### src/paalm_pkg.sv
// Package of constants for the process alarm latch manager
package paalm_pkg;
  // Register byte offsets
  localparam logic [7:0] OFS_CTRL = 8'h00;
  localparam logic [7:0] OFS_ALCFG = 8'h04;
  localparam logic [7:0] OFS_THR0 = 8'h08;
  localparam logic [7:0] OFS_THR1 = 8'h0C;
  localparam logic [7:0] OFS_THR2 = 8'h10;
  localparam logic [7:0] OFS_HYST = 8'h14;
  localparam logic [7:0] OFS_PV = 8'h18;
  localparam logic [7:0] OFS_SP = 8'h1C;
  localparam logic [7:0] OFS_LOOP = 8'h20;
  localparam logic [7:0] OFS_CUR = 8'h24;
  localparam logic [7:0] OFS_CTHR = 8'h28;
  localparam logic [7:0] OFS_OUTLVL = 8'h2C;
  localparam logic [7:0] OFS_STAT = 8'h30;
  localparam logic [7:0] OFS_DEMAND = 8'h34;
  localparam logic [7:0] OFS_ACKCFG = 8'h38;
  // Latch types (2 bits)
  localparam logic [1:0] LAT_NONE = 2'h0;
  localparam logic [1:0] LAT_AUTO = 2'h1;
  localparam logic [1:0] LAT_MAN = 2'h2;
  localparam logic [1:0] LAT_OUTONLY = 2'h3;
  // Comparison types (3 bits)
  localparam logic [2:0] CMP_ABS_LO = 3'h0;
  localparam logic [2:0] CMP_ABS_HI = 3'h1;
  localparam logic [2:0] CMP_DEV_LO = 3'h2;
  localparam logic [2:0] CMP_DEV_HI = 3'h3;
  localparam logic [2:0] CMP_BAND = 3'h4;
  // Sensor break settings
  localparam logic [1:0] SBR_ON = 2'h0;
  localparam logic [1:0] SBR_LATCH = 2'h1;
  localparam logic [1:0] SBR_OFF = 2'h2;
  // Operating modes
  localparam logic [1:0] MODE_AUTO = 2'h0;
  localparam logic [1:0] MODE_MAN = 2'h1;
  localparam logic [1:0] MODE_OFF = 2'h2;
  // Reset values and loop time multiplier
  localparam logic [31:0] ALCFG_RST = 32'h0000_0000;
  localparam logic [15:0] SAFE_RST = 16'h0000;
  localparam logic [15:0] LBT_MULT = 16'h000C;
  // Timing
  localparam int CLK_HZ = 100_000_000;
  localparam int ROT_MS = 1000;
  localparam int FLASH_MS = 500;
  localparam int TICK_MS = 1;
  localparam int TICK_CYC = CLK_HZ / 1000 * TICK_MS;
  localparam int ROT_TICKS = ROT_MS / TICK_MS;
  localparam int FLASH_TICKS = FLASH_MS / TICK_MS;
  typedef enum logic [3:0] {
    PA_IDLE = 4'b0001,
    PA_ACT = 4'b0010,
    PA_ACKD = 4'b0100,
    PA_SAFE = 4'b1000
  } paalm_st_t;
endpackage

### src/paalm_top.sv
// Alarm latch manager with AXI4-Lite register access
// Summary of operation
// - Active alarms flash beacon and their numbers in rotation.
// - Alarm outputs switch in alarm; per-output polarity setting.
// - Reset default: non-latching, relay de-energised in alarm.
// - Acknowledge from parameter, two inputs, or function buttons.
// - Acknowledge while present: beacon steady, number still flashes.
// - Non-latching clears itself when condition goes away.
// - Auto latch needs acknowledge; early acknowledge clears on removal.
// - Auto latch removed unacknowledged stays on until acknowledge.
// - Manual latch: acknowledge only after condition cleared.
// - Manual latch cleared without acknowledge keeps showing alarm.
// - Output-only follows condition; no beacon, no latching.
// - Each alarm has its own state machine; the three current alarms share one latch type.
// - Blocking suppresses alarm until process first reaches safe.
// - Blocking re-armed at power-up and leaving configuration.
// - Hysteresis offsets release threshold from trip threshold.
// - Sensor break: on, latching, or off.
// - Latching sensor break behaves as manual latch.
// - Sensor break in auto: output goes to safe level.
// - Sensor break in manual: keep manual level.
// - Sensor break in standby: outputs forced fully off.
// - Loop break if PV moves under half band in loop time.
// - Loop time loaded as twelve derivative times after tune.
// - Loop break self-clears; acknowledge makes beacon steady.
// - Three current alarms: load, leakage, overcurrent.
// - Comparisons: absolute low/high, deviation low/high, band.
`timescale 1ns/100ps
module paalm_top
  import paalm_pkg::*;
#(
  parameter int NALM = 8,
  parameter int LB_TICK_CYC = TICK_CYC,
  parameter int FL_TICK_CYC = TICK_CYC
) (
  input wire logic aclk,
  input wire logic aresetn,
  input wire logic [7:0] s_axi_awaddr,
  input wire logic s_axi_awvalid,
  output logic s_axi_awready,
  input wire logic [31:0] s_axi_wdata,
  input wire logic [3:0] s_axi_wstrb,
  input wire logic s_axi_wvalid,
  output logic s_axi_wready,
  output logic [1:0] s_axi_bresp,
  output logic s_axi_bvalid,
  input wire logic s_axi_bready,
  input wire logic [7:0] s_axi_araddr,
  input wire logic s_axi_arvalid,
  output logic s_axi_arready,
  output logic [31:0] s_axi_rdata,
  output logic [1:0] s_axi_rresp,
  output logic s_axi_rvalid,
  input wire logic s_axi_rready,
  input wire logic [1:0] digital_input_ack,
  input wire logic function_button_one,
  input wire logic function_button_two,
  input wire logic function_button_page,
  input wire logic sensor_open,
  input wire logic tune_done,
  output logic alarm_beacon,
  output logic [2:0] alarm_number,
  output logic alarm_number_on,
  output logic [NALM-1:0] relay_out,
  output logic sensor_break_message,
  output logic loop_break_message,
  output logic [15:0] output_demand
);
  import paalm_pkg::*;

  // Indices 3..7 are hard wired, so only eight alarms fit
  if (NALM != 8) begin : g_bad_nalm
    $error("NALM must be 8");
  end
  if (LB_TICK_CYC < 1 || FL_TICK_CYC < 1) begin : g_bad_tick
    $error("tick counts must be positive");
  end

  // Alarm index: 0..2 process, 3 sensor break, 4 loop break, 5..7 current
  logic [31:0] ctrl_r, alcfg_r, hyst_r, pv_r, sp_r, loop_r, cur_r, outlvl_r;
  logic [31:0] ackcfg_r;
  logic [15:0] thr_r [3];
  logic [31:0] cthr_r;
  logic ack_par;
  logic cfg_lvl_r, cfg_fall;
  logic [1:0] sbr_mode, op_mode;
  logic [NALM-1:0] cond, latched, ackd_steady, vis, relay_pol;
  paalm_st_t st_r [NALM];
  logic [NALM-1:0] block_r;
  logic [1:0] lat_t [NALM];
  logic [2:0] cmp_t [3];

  assign sbr_mode = ctrl_r[2:1];
  assign op_mode = ctrl_r[4:3];
  assign relay_pol = ctrl_r[23:16];
  always_comb begin
    for (int i = 0; i < 3; i++) begin
      lat_t[i] = alcfg_r[i*8 +: 2];
      cmp_t[i] = alcfg_r[i*8+2 +: 3];
    end
    lat_t[3] = (sbr_mode == SBR_LATCH) ? LAT_MAN : LAT_NONE;
    lat_t[4] = LAT_NONE;
    for (int i = 5; i < 8; i++) lat_t[i] = alcfg_r[24 +: 2];
  end

  // AXI4-Lite write channel
  logic aw_h, w_h;
  logic [7:0] aw_a;
  logic [31:0] w_d;
  always_ff @(posedge aclk) begin
    if (!aresetn) begin
      aw_h <= 1'b0;
      w_h <= 1'b0;
      aw_a <= 8'h00;
      w_d <= 32'h0000_0000;
      s_axi_awready <= 1'b0;
      s_axi_wready <= 1'b0;
      s_axi_bvalid <= 1'b0;
      s_axi_bresp <= 2'h0;
    end else begin
      s_axi_awready <= !aw_h && !s_axi_bvalid && !s_axi_awready;
      s_axi_wready <= !w_h && !s_axi_bvalid && !s_axi_wready;
      if (s_axi_awvalid && s_axi_awready) begin
        aw_h <= 1'b1;
        aw_a <= s_axi_awaddr;
      end
      if (s_axi_wvalid && s_axi_wready) begin
        w_h <= 1'b1;
        w_d <= s_axi_wdata;
      end
      if (aw_h && w_h && !s_axi_bvalid) begin
        s_axi_bvalid <= 1'b1;
        s_axi_bresp <= (aw_a > OFS_ACKCFG || aw_a[1:0] != 2'h0) ? 2'h2 : 2'h0;
        aw_h <= 1'b0;
        w_h <= 1'b0;
      end
      if (s_axi_bvalid && s_axi_bready) s_axi_bvalid <= 1'b0;
    end
  end
  logic wr_go;
  assign wr_go = aw_h && w_h && !s_axi_bvalid;

  // Register file; byte enables ignored, whole-word writes
  always_ff @(posedge aclk) begin
    if (!aresetn) begin
      ctrl_r <= 32'h0000_0000;
      alcfg_r <= ALCFG_RST;
      thr_r[0] <= 16'h0000;
      thr_r[1] <= 16'h0000;
      thr_r[2] <= 16'h0000;
      hyst_r <= 32'h0000_0000;
      pv_r <= 32'h0000_0000;
      sp_r <= 32'h0000_0000;
      loop_r <= 32'h0000_0000;
      cur_r <= 32'h0000_0000;
      cthr_r <= 32'h0000_0000;
      outlvl_r <= {16'h0000, SAFE_RST};
      ackcfg_r <= 32'h0000_0000;
    end else begin
      if (wr_go) begin
        case (aw_a)
          OFS_CTRL: ctrl_r <= w_d;
          OFS_ALCFG: alcfg_r <= w_d;
          OFS_THR0: thr_r[0] <= w_d[15:0];
          OFS_THR1: thr_r[1] <= w_d[15:0];
          OFS_THR2: thr_r[2] <= w_d[15:0];
          OFS_HYST: hyst_r <= w_d;
          OFS_PV: pv_r <= w_d;
          OFS_SP: sp_r <= w_d;
          OFS_LOOP: loop_r <= w_d;
          OFS_CUR: cur_r <= w_d;
          OFS_CTHR: cthr_r <= w_d;
          OFS_OUTLVL: outlvl_r <= w_d;
          OFS_ACKCFG: ackcfg_r <= w_d;
          default: ;
        endcase
      end
      if (tune_done) begin
        loop_r[15:0] <= 16'(loop_r[31:24] * LBT_MULT);
      end
    end
  end
  // Acknowledge parameter: write 1 to CTRL bit 0, self-clearing pulse
  assign ack_par = wr_go && aw_a == OFS_CTRL && w_d[0];
  assign cfg_fall = cfg_lvl_r && !ctrl_r[5];
  always_ff @(posedge aclk) begin
    if (!aresetn) cfg_lvl_r <= 1'b0;
    else cfg_lvl_r <= ctrl_r[5];
  end

  // Read channel
  logic [31:0] rd_mux;
  always_comb begin
    case (s_axi_araddr)
      OFS_CTRL: rd_mux = {ctrl_r[31:1], 1'b0};
      OFS_ALCFG: rd_mux = alcfg_r;
      OFS_THR0: rd_mux = {16'h0000, thr_r[0]};
      OFS_THR1: rd_mux = {16'h0000, thr_r[1]};
      OFS_THR2: rd_mux = {16'h0000, thr_r[2]};
      OFS_HYST: rd_mux = hyst_r;
      OFS_PV: rd_mux = pv_r;
      OFS_SP: rd_mux = sp_r;
      OFS_LOOP: rd_mux = loop_r;
      OFS_CUR: rd_mux = cur_r;
      OFS_CTHR: rd_mux = cthr_r;
      OFS_OUTLVL: rd_mux = outlvl_r;
      OFS_STAT: rd_mux = {8'h00, block_r, cond, vis};
      OFS_DEMAND: rd_mux = {16'h0000, output_demand};
      OFS_ACKCFG: rd_mux = ackcfg_r;
      default: rd_mux = 32'h0000_0000;
    endcase
  end
  always_ff @(posedge aclk) begin
    if (!aresetn) begin
      s_axi_arready <= 1'b0;
      s_axi_rvalid <= 1'b0;
      s_axi_rdata <= 32'h0000_0000;
      s_axi_rresp <= 2'h0;
    end else begin
      s_axi_arready <= !s_axi_rvalid && !s_axi_arready;
      if (s_axi_arvalid && s_axi_arready) begin
        s_axi_rvalid <= 1'b1;
        s_axi_rdata <= rd_mux;
        s_axi_rresp <= (s_axi_araddr > OFS_ACKCFG ||
                        s_axi_araddr[1:0] != 2'h0) ? 2'h2 : 2'h0;
      end else if (s_axi_rvalid && s_axi_rready) begin
        s_axi_rvalid <= 1'b0;
      end
    end
  end

  // Acknowledge sources, rising edge only so a held button acts once
  logic [4:0] ack_in, ack_prev_r;
  logic ack_ev;
  assign ack_in = {function_button_page, function_button_two,
                   function_button_one, digital_input_ack} & ackcfg_r[4:0];
  always_ff @(posedge aclk) begin
    if (!aresetn) ack_prev_r <= 5'h00;
    else ack_prev_r <= ack_in;
  end
  assign ack_ev = ack_par || |(ack_in & ~ack_prev_r);

  // Process alarm comparisons with hysteresis
  logic signed [15:0] pv, sp, hy, dv;
  logic [2:0] pcond_r;
  assign pv = signed'(pv_r[15:0]);
  assign sp = signed'(sp_r[15:0]);
  assign hy = signed'(hyst_r[15:0]);
  assign dv = 16'(pv - sp);
  always_ff @(posedge aclk) begin
    if (!aresetn) pcond_r <= 3'h0;
    else begin
      for (int i = 0; i < 3; i++) begin
        logic signed [15:0] t;
        logic lo, hi;
        t = signed'(thr_r[i]);
        lo = pcond_r[i] ? (pv < 16'(t + hy)) : (pv < t);
        hi = pcond_r[i] ? (pv > 16'(t - hy)) : (pv > t);
        case (cmp_t[i])
          CMP_ABS_LO: pcond_r[i] <= lo;
          CMP_ABS_HI: pcond_r[i] <= hi;
          CMP_DEV_LO: pcond_r[i] <= pcond_r[i] ? (dv < 16'(hy - t))
                                                : (dv < -t);
          CMP_DEV_HI: pcond_r[i] <= pcond_r[i] ? (dv > 16'(t - hy))
                                                : (dv > t);
          CMP_BAND: pcond_r[i] <= pcond_r[i]
              ? (dv > 16'(t - hy) || dv < 16'(hy - t)) : (dv > t || dv < -t);
          default: pcond_r[i] <= 1'b0;
        endcase
      end
    end
  end

  // Loop break timer: PV must move half the proportional band
  logic [31:0] lb_pre_r;
  logic [15:0] lb_cnt_r;
  logic signed [15:0] lb_ref_r, lb_mv, lb_half;
  logic lb_r, lb_tick;
  // Signed threshold, else a small fall in PV looks like a big move
  assign lb_half = signed'(16'(loop_r[22:16] >> 1));
  assign lb_tick = lb_pre_r == 32'(LB_TICK_CYC - 1);
  assign lb_mv = 16'(pv - lb_ref_r);
  always_ff @(posedge aclk) begin
    if (!aresetn) begin
      lb_pre_r <= 32'h0000_0000;
      lb_cnt_r <= 16'h0000;
      lb_ref_r <= 16'sh0000;
      lb_r <= 1'b0;
    end else begin
      lb_pre_r <= lb_tick ? 32'h0000_0000 : lb_pre_r + 32'h0000_0001;
      if (loop_r[23] || loop_r[15:0] == 16'h0000) begin
        lb_r <= 1'b0; // On/off control: inhibited
        lb_cnt_r <= 16'h0000;
        lb_ref_r <= pv;
      end else if ((lb_mv > lb_half) || (-lb_mv > lb_half)) begin
        lb_r <= 1'b0;
        lb_cnt_r <= 16'h0000;
        lb_ref_r <= pv;
      end else if (lb_tick) begin
        if (lb_cnt_r >= loop_r[15:0] - 16'h0001) lb_r <= 1'b1;
        else lb_cnt_r <= lb_cnt_r + 16'h0001;
      end
    end
  end

  // Raw conditions per alarm
  always_comb begin
    cond[2:0] = pcond_r;
    cond[3] = sensor_open && sbr_mode != SBR_OFF;
    cond[4] = lb_r;
    cond[5] = cur_r[15:0] < cthr_r[15:0];
    cond[6] = cur_r[31:16] > {8'h00, cthr_r[23:16]};
    cond[7] = cur_r[15:0] > {cthr_r[31:24], 8'h00};
  end

  // Independent state machine per alarm
  genvar g;
  generate
    for (g = 0; g < NALM; g++) begin : g_alm
      logic c;
      assign c = cond[g] && !block_r[g];
      always_ff @(posedge aclk) begin
        if (!aresetn || cfg_fall) block_r[g] <= 1'b1;
        else if (!cond[g] || !ctrl_r[8+g]) block_r[g] <= 1'b0;
      end
      always_ff @(posedge aclk) begin
        if (!aresetn) st_r[g] <= PA_IDLE;
        else begin
          case (st_r[g])
            PA_IDLE: if (c) st_r[g] <= PA_ACT;
            PA_ACT: begin
              if (!c && lat_t[g] inside {LAT_NONE, LAT_OUTONLY})
                st_r[g] <= PA_IDLE;
              else if (!c) st_r[g] <= PA_SAFE;
              else if (ack_ev && lat_t[g] != LAT_OUTONLY &&
                       lat_t[g] != LAT_MAN)
                st_r[g] <= PA_ACKD;
            end
            PA_ACKD: if (!c) st_r[g] <= PA_IDLE;
            PA_SAFE: begin
              if (c) st_r[g] <= PA_ACT;
              else if (ack_ev) st_r[g] <= PA_IDLE;
            end
            default: st_r[g] <= PA_IDLE;
          endcase
        end
      end
      assign latched[g] = st_r[g] != PA_IDLE;
      assign ackd_steady[g] = st_r[g] == PA_ACKD;
      assign vis[g] = latched[g] && lat_t[g] != LAT_OUTONLY;
    end
  endgenerate

  // Flash and rotation
  logic [31:0] tick_r;
  logic [15:0] fl_r, rot_r;
  logic flash_r, tick;
  logic [2:0] idx_r;
  assign tick = tick_r == 32'(FL_TICK_CYC - 1);
  always_ff @(posedge aclk) begin
    if (!aresetn) begin
      tick_r <= 32'h0000_0000;
      fl_r <= 16'h0000;
      rot_r <= 16'h0000;
      flash_r <= 1'b0;
      idx_r <= 3'h0;
    end else begin
      tick_r <= tick ? 32'h0000_0000 : tick_r + 32'h0000_0001;
      if (tick) begin
        fl_r <= (fl_r == 16'(FLASH_TICKS - 1)) ? 16'h0000 : fl_r + 16'h0001;
        if (fl_r == 16'(FLASH_TICKS - 1)) flash_r <= !flash_r;
        rot_r <= (rot_r == 16'(ROT_TICKS - 1)) ? 16'h0000 : rot_r + 16'h0001;
      end
      if (!vis[idx_r] || (tick && rot_r == 16'(ROT_TICKS - 1)))
        idx_r <= idx_r + 3'h1;
    end
  end

  // Outputs, all registered
  always_ff @(posedge aclk) begin
    if (!aresetn) begin
      alarm_beacon <= 1'b0;
      alarm_number <= 3'h0;
      alarm_number_on <= 1'b0;
      relay_out <= '0;
      sensor_break_message <= 1'b0;
      loop_break_message <= 1'b0;
      output_demand <= 16'h0000;
    end else begin
      // Beacon steady only if every shown alarm is acknowledged
      alarm_beacon <= |vis && (flash_r || (vis & ~ackd_steady) == '0);
      alarm_number <= idx_r;
      alarm_number_on <= vis[idx_r] && flash_r;
      // Polarity 0: relay de-energised in alarm, fail-safe on power loss
      relay_out <= relay_pol ~^ latched;
      sensor_break_message <= latched[3] && flash_r;
      loop_break_message <= latched[4] && flash_r;
      if (latched[3] && op_mode == MODE_OFF) output_demand <= 16'h0000;
      else if (op_mode == MODE_MAN) output_demand <= outlvl_r[31:16];
      else if (latched[3]) output_demand <= outlvl_r[15:0];
      else if (lb_r) output_demand <= ctrl_r[6] ? 16'h7FFF : 16'h8000;
      else output_demand <= 16'h0000;
    end
  end

  chk_manual_noack: assert property (@(posedge aclk) disable iff (!aresetn)
    st_r[0] == PA_ACT && lat_t[0] == LAT_MAN |=> st_r[0] != PA_ACKD)
    else $error("manual alarm acknowledged while present");
  chk_relay_pol: assert property (@(posedge aclk) disable iff (!aresetn)
    latched[0] && !relay_pol[0] |=> !relay_out[0])
    else $error("relay not de-energised in alarm");
  chk_auto_hold: assert property (@(posedge aclk) disable iff (!aresetn)
    st_r[0] == PA_SAFE && !ack_ev && !cond[0] |=> st_r[0] == PA_SAFE)
    else $error("latched alarm released without acknowledge");
  chk_standby_off: assert property (@(posedge aclk) disable iff (!aresetn)
    latched[3] && op_mode == MODE_OFF |=> output_demand == 16'h0000)
    else $error("standby output not off");
  chk_ack_edge: assert property (@(posedge aclk) disable iff (!aresetn)
    ack_in == ack_prev_r && !ack_par |-> !ack_ev)
    else $error("held input gave acknowledge");
  chk_block_rearm: assert property (@(posedge aclk) disable iff (!aresetn)
    cfg_fall |=> block_r == 8'hFF)
    else $error("blocking not re-armed");
  chk_outonly_hide: assert property (@(posedge aclk) disable iff (!aresetn)
    lat_t[0] == LAT_OUTONLY |-> !vis[0])
    else $error("output-only alarm shown");
  chk_safe_level: assert property (@(posedge aclk) disable iff (!aresetn)
    latched[3] && op_mode == MODE_AUTO |=> output_demand == $past(outlvl_r[15:0]))
    else $error("safe level not applied");
endmodule

### config.mk
export PLATFORM = sky130hd
export DESIGN_NAME = paalm_top
export DESIGN_NICKNAME = d
export VERILOG_FILES = /design/src/paalm_pkg.sv /design/src/paalm_top.sv
export SDC_FILE = /design/constraint.sdc
export NUM_CORES = 2
export LEC_CHECK = 0
export ABC_AREA = 1
export BUFFER_PORTS_ARGS = -buffer_cell sky130_fd_sc_hd__buf_2
export CORE_AREA = 2 2 388 390
export DETAILED_ROUTE_END_ITERATION = 6
export DIE_AREA = 0 0 390 392
export GPL_TIMING_DRIVEN = 0
export PLACE_DENSITY = 0.53
export SLEW_MARGIN = 25
export SYNTH_ARGS = -nofsm -noshare
export SYNTH_HDL_FRONTEND = slang
export SYNTH_SLANG_ARGS = --single-unit
### constraint.sdc
create_clock -name aclk -period 4.8 [get_ports aclk]
set_clock_uncertainty 0.15 [all_clocks]
set_input_delay 0.96 -clock aclk [delete_from_list [all_inputs] [get_ports aclk]]
set_output_delay 0.96 -clock aclk [all_outputs]
set_load 0.005 [all_outputs]
==> key figures <==
Run status
  • Status: finished, final reports clean

STA
  • Worst-Margin Slew: ~1.3 ns
  • Normalized max-slew margin: between 15 and 20%
  • Fin worst setup slack: between 0.07 and 0.08 ns
  • WHS: between 0.2 and 0.3 ns
  • Final hold violations: 0
  • # setup viols final: 0
  • Fin crit period: around 4.7 ns
  • Final Max Slew Viols: 0
  • Final period utilization: a little over nine tenths
  • FMAX: ~210 MHz
  • RSZ-0062 raised after global routing: yes

GRT
  • Tot GR Track Use: between 20% and 30%
  • Global route total overflow: 0
  • Number of global-route vias before repair: between 40000 and 50000
  • Initial antenna violation count: 9
  • Largest net degree at the start of global routing: 17
  • First-pass GRT wire length: between 300000 and 400000 um

Clock network
  • CTS buffer count: 73
  • Clock root buffer: clkbuf_16
  • Clk slew on worst S/H paths: roughly 0.06 ns
  • Clk_lat worst skew: about 0.65 ns
  • CTS tree: done
  • CTS sink cnt: 660
  • Hold buffers post-CTS: 0
  • CTS H-tree depth: 3
  • CTS max path bufs: 3

Yosys
  • Seq/Total Area, Yosys: a little under a third
  • Mux cell area share after synthesis: 0%
  • Post-synth EDFFs: just under 80
  • Yosys cell types: 64
  • Async S/R FF share, synth: 0%
  • Synthesized cell area: roughly 46000 um^2
  • Main synth FF type: dfxtp_1
  • Flops & latches, synth: 660
  • Gate Count Post-Synth: approximately 6400
  • Yosys Warn Count: 0
  • Post-Synth XOR/XNOR Area: under 10%
  • Mean Syn Cell Area: between 7 and 8 um^2
  • Adder-cell share of the synthesized area: between 10% and 20%
  • Largest family of logic cells by synthesized area: compound AO/OA/AOI/OAI gates
  • Post-Synth Simple-Gate Area: between 10% and 20%
  • Synth Area in Compound Gates: 21.1%

Die
  • Die X: between 300 and 400 um
  • Die area: between 150000 and 200000 um^2
  • Die height: around 400 um
  • I/O pins: 138
  • Site Rows: about 140
  • Core ar.: about 150000 um^2
  • Starting density of the core: between 30 and 40%

Place
  • Final GP Congestion: between 1 and 1.5
  • I/O Buffers: 130
  • Area after DPL: 49900 um^2
  • Placed cell count: roughly 8500
  • Placement Setup Slack: -1.59 ns
  • Post-DP HPWL: 169000 um

Finish
  • Utilization after layout: 35.5%
  • Commonest non-fill, non-tap cell in the layout: nand2_1
  • Post-Layout Cell Count: around 8600
  • Share of layout cells above drive strength 1: 7.25%
  • Design area: approximately 53000 um^2
  • Nets: 7249
  • Most frequent cells in the layout: nand2_1, inv_1, a21oi_1
  • Area grow syn2layout: 15.1%
  • Fillers: roughly 16000

Critical path
  • Flop-to-flop setup slack: roughly 0.11 ns
  • Kind of critical path: primary input to flip-flop
  • Crit Path Max Fanout: 10
  • Element type at the critical path start: primary input
  • Worst r2r src: hyst_r[0]$_SDFFE_PN0P_
  • RR Endpoint: pcond_r[2]$_SDFF_PN0_
  • Kind of end point of the critical path: flip-flop
  • Critical Path AT: between 5 and 6 ns
  • FF-to-FF path depth: 21
  • CP required: 5.21 ns

Pwr
  • Worst VDD drop: roughly 0.65 mV
  • Leak: 23.1 nW
  • Power density cells: 343 nW/um^2

Worst hold path
  • WHS Path Cells: 1
  • Worst hold path type: flip-flop to flip-flop
  • Hold Path End: s_axi_wready$_SDFF_PN0_
  • Min-delay src: w_h$_SDFFE_PP0P_

Drt
  • WL final: approximately 210000 um
  • Via/cell ratio: around 5.5
  • Pre-antenna DRT Iters: 6
  • ANT nets after route: 0
  • DR vias: ~48000
  • # DRC: 0
  • Starting DRT DRC Count: ~5700
  • Wirelength per Cell: 24.8 um

Flow run
  • MaxCap Viol Count: 0
-- worst max-delay path: stages --
cell and delay [ns]:
buf_2 0.09, nor2_1 0.57, inv_1 0.26, nor3_4 0.47, inv_1 0.18, nor2_2 0.46
inv_1 0.11, buf_2 0.24, clkbuf_1 0.48, a211oi_4 0.70, o21ai_0 0.37, a21oi_1 0.22
-- layout make-up --
| class | count | area (um^2) | area share [%] |
|---|---|---|---|
| repair buffers | 197 | 1630 | 3.09 |
| inverters | 854 | 3240 | 6.13 |
| clock inverters | 30 | 302 | 0.571 |
| flip-flops and latches | 660 | 14100 | 26.6 |
| well taps | 1944 | 2430 | 4.60 |
| clock buffers | 101 | 2160 | 4.09 |
| multi-input cells | 4605 | 28000 | 53.1 |
| plain buffers | 226 | 950 | 1.80 |
| diodes | 1 | 2.50 | 0.00474 |
-- repair_timing --
item	in CTS	in global routing
endpoints found under the setup margin	37	29
gates resized for setup	35	44
pin swaps	1	4
setup buffers	20	17
-- cells by family (layout without fill, tap and decap cells) --
logic type,Yosys count,in the layout
flip-flops,660,660
XOR/XNOR,220,220
adder cells (fa/ha/maj),566,566
other,1,3
buffers and inverters,1086,1408
AO/OA/AOI/OAI,1737,1737
AND/OR/NAND/NOR,2080,2080
-- worst max-delay path by stage --
stage,start,end,cells after the start
CTS,pv_r[0]$_SDFFE_PN0P_,pcond_r[0]$_SDFF_PN0_,28
floorplan,hyst_r[1]$_SDFFE_PN0P_,pcond_r[1]$_SDFF_PN0_,27
detailed placement,pv_r[0]$_SDFFE_PN0P_,pcond_r[2]$_SDFF_PN0_,26
finish,s_axi_araddr[6],s_axi_rdata[6]$_SDFFE_PN0P_,12
global route,hyst_r[0]$_SDFFE_PN0P_,pcond_r[2]$_SDFF_PN0_,21
global placement,pv_r[0]$_SDFFE_PN0P_,pcond_r[0]$_SDFF_PN0_,27
-- stage by stage --
stage               setup TNS (ns)  power (mW)
floorplan                        0        10.7
global placement            -62.44        12.1
detailed placement          -39.67        12.2
CTS                              0        18.1
global route                -0.201        19.3
finish                           0        18.1
-- synth_stat cells, types with 14 or more instances --
| cell | n | area share [%] |
|---|---|---|
| nor2_2 | 20 | 0.27 |
| o21bai_1 | 21 | 0.34 |
| dfxtp_1 | 581 | 25 |
| nor3_1 | 147 | 1.6 |
| nor4_1 | 47 | 0.64 |
| o21ai_0 | 574 | 6.3 |
| inv_1 | 827 | 6.8 |
| a21o_1 | 14 | 0.23 |
| a221oi_1 | 75 | 1.4 |
| nand2_1 | 945 | 7.7 |
| nor2_1 | 498 | 4.1 |
| a31oi_1 | 35 | 0.48 |
| o31ai_1 | 18 | 0.29 |
| o22ai_1 | 41 | 0.56 |
| a211oi_1 | 36 | 0.59 |
| nand4_1 | 104 | 1.4 |
| xor2_1 | 192 | 3.7 |
| edfxtp_1 | 79 | 5.2 |
| o2111ai_1 | 35 | 0.67 |
| buf_2 | 25 | 0.27 |
| clkinv_1 | 26 | 0.21 |
| clkbuf_1 | 188 | 1.5 |
| ha_1 | 554 | 15 |
| a21oi_1 | 801 | 8.7 |
| xnor2_1 | 27 | 0.52 |
| o211ai_1 | 22 | 0.36 |
| nand3_1 | 281 | 3.1 |
-- flip-flops by register name, indices dropped and copies added, names as in the netlist, 16 cells and up --
name and flops:
cur_r 32, tick_r 32, lb_pre_r 32, ackcfg_r 32
ctrl_r 31, outlvl_r 32, lb_cnt_r 16, hyst_r 32
cthr_r 32, lb_ref_r 16, fl_r 16, pv_r 32
st_r 31, thr_r 48, w_d 32, s_axi_rdata 32
sp_r 32, loop_r 32, alcfg_r 32, output_demand 16
rot_r 16
-- routing by layer --
metal / up-vias / track usage, % / routed length (um)
met2: 2255 / 40.1 / 87500
met1: 22700 / 36.9 / 93200
li1: 22300 / - / -
met5: - / 0 / 57
met3: 511 / 4.88 / 19300
met4: 10 / 15.3 / 13800
-- where the power goes --
part | switching (mW) | internal, mW
logic | 4.15 | 2.17
registers | 0.144 | 5.75
clock network | 2.49 | 3.43
No activity file was read; power rests on OpenSTA's default activity.
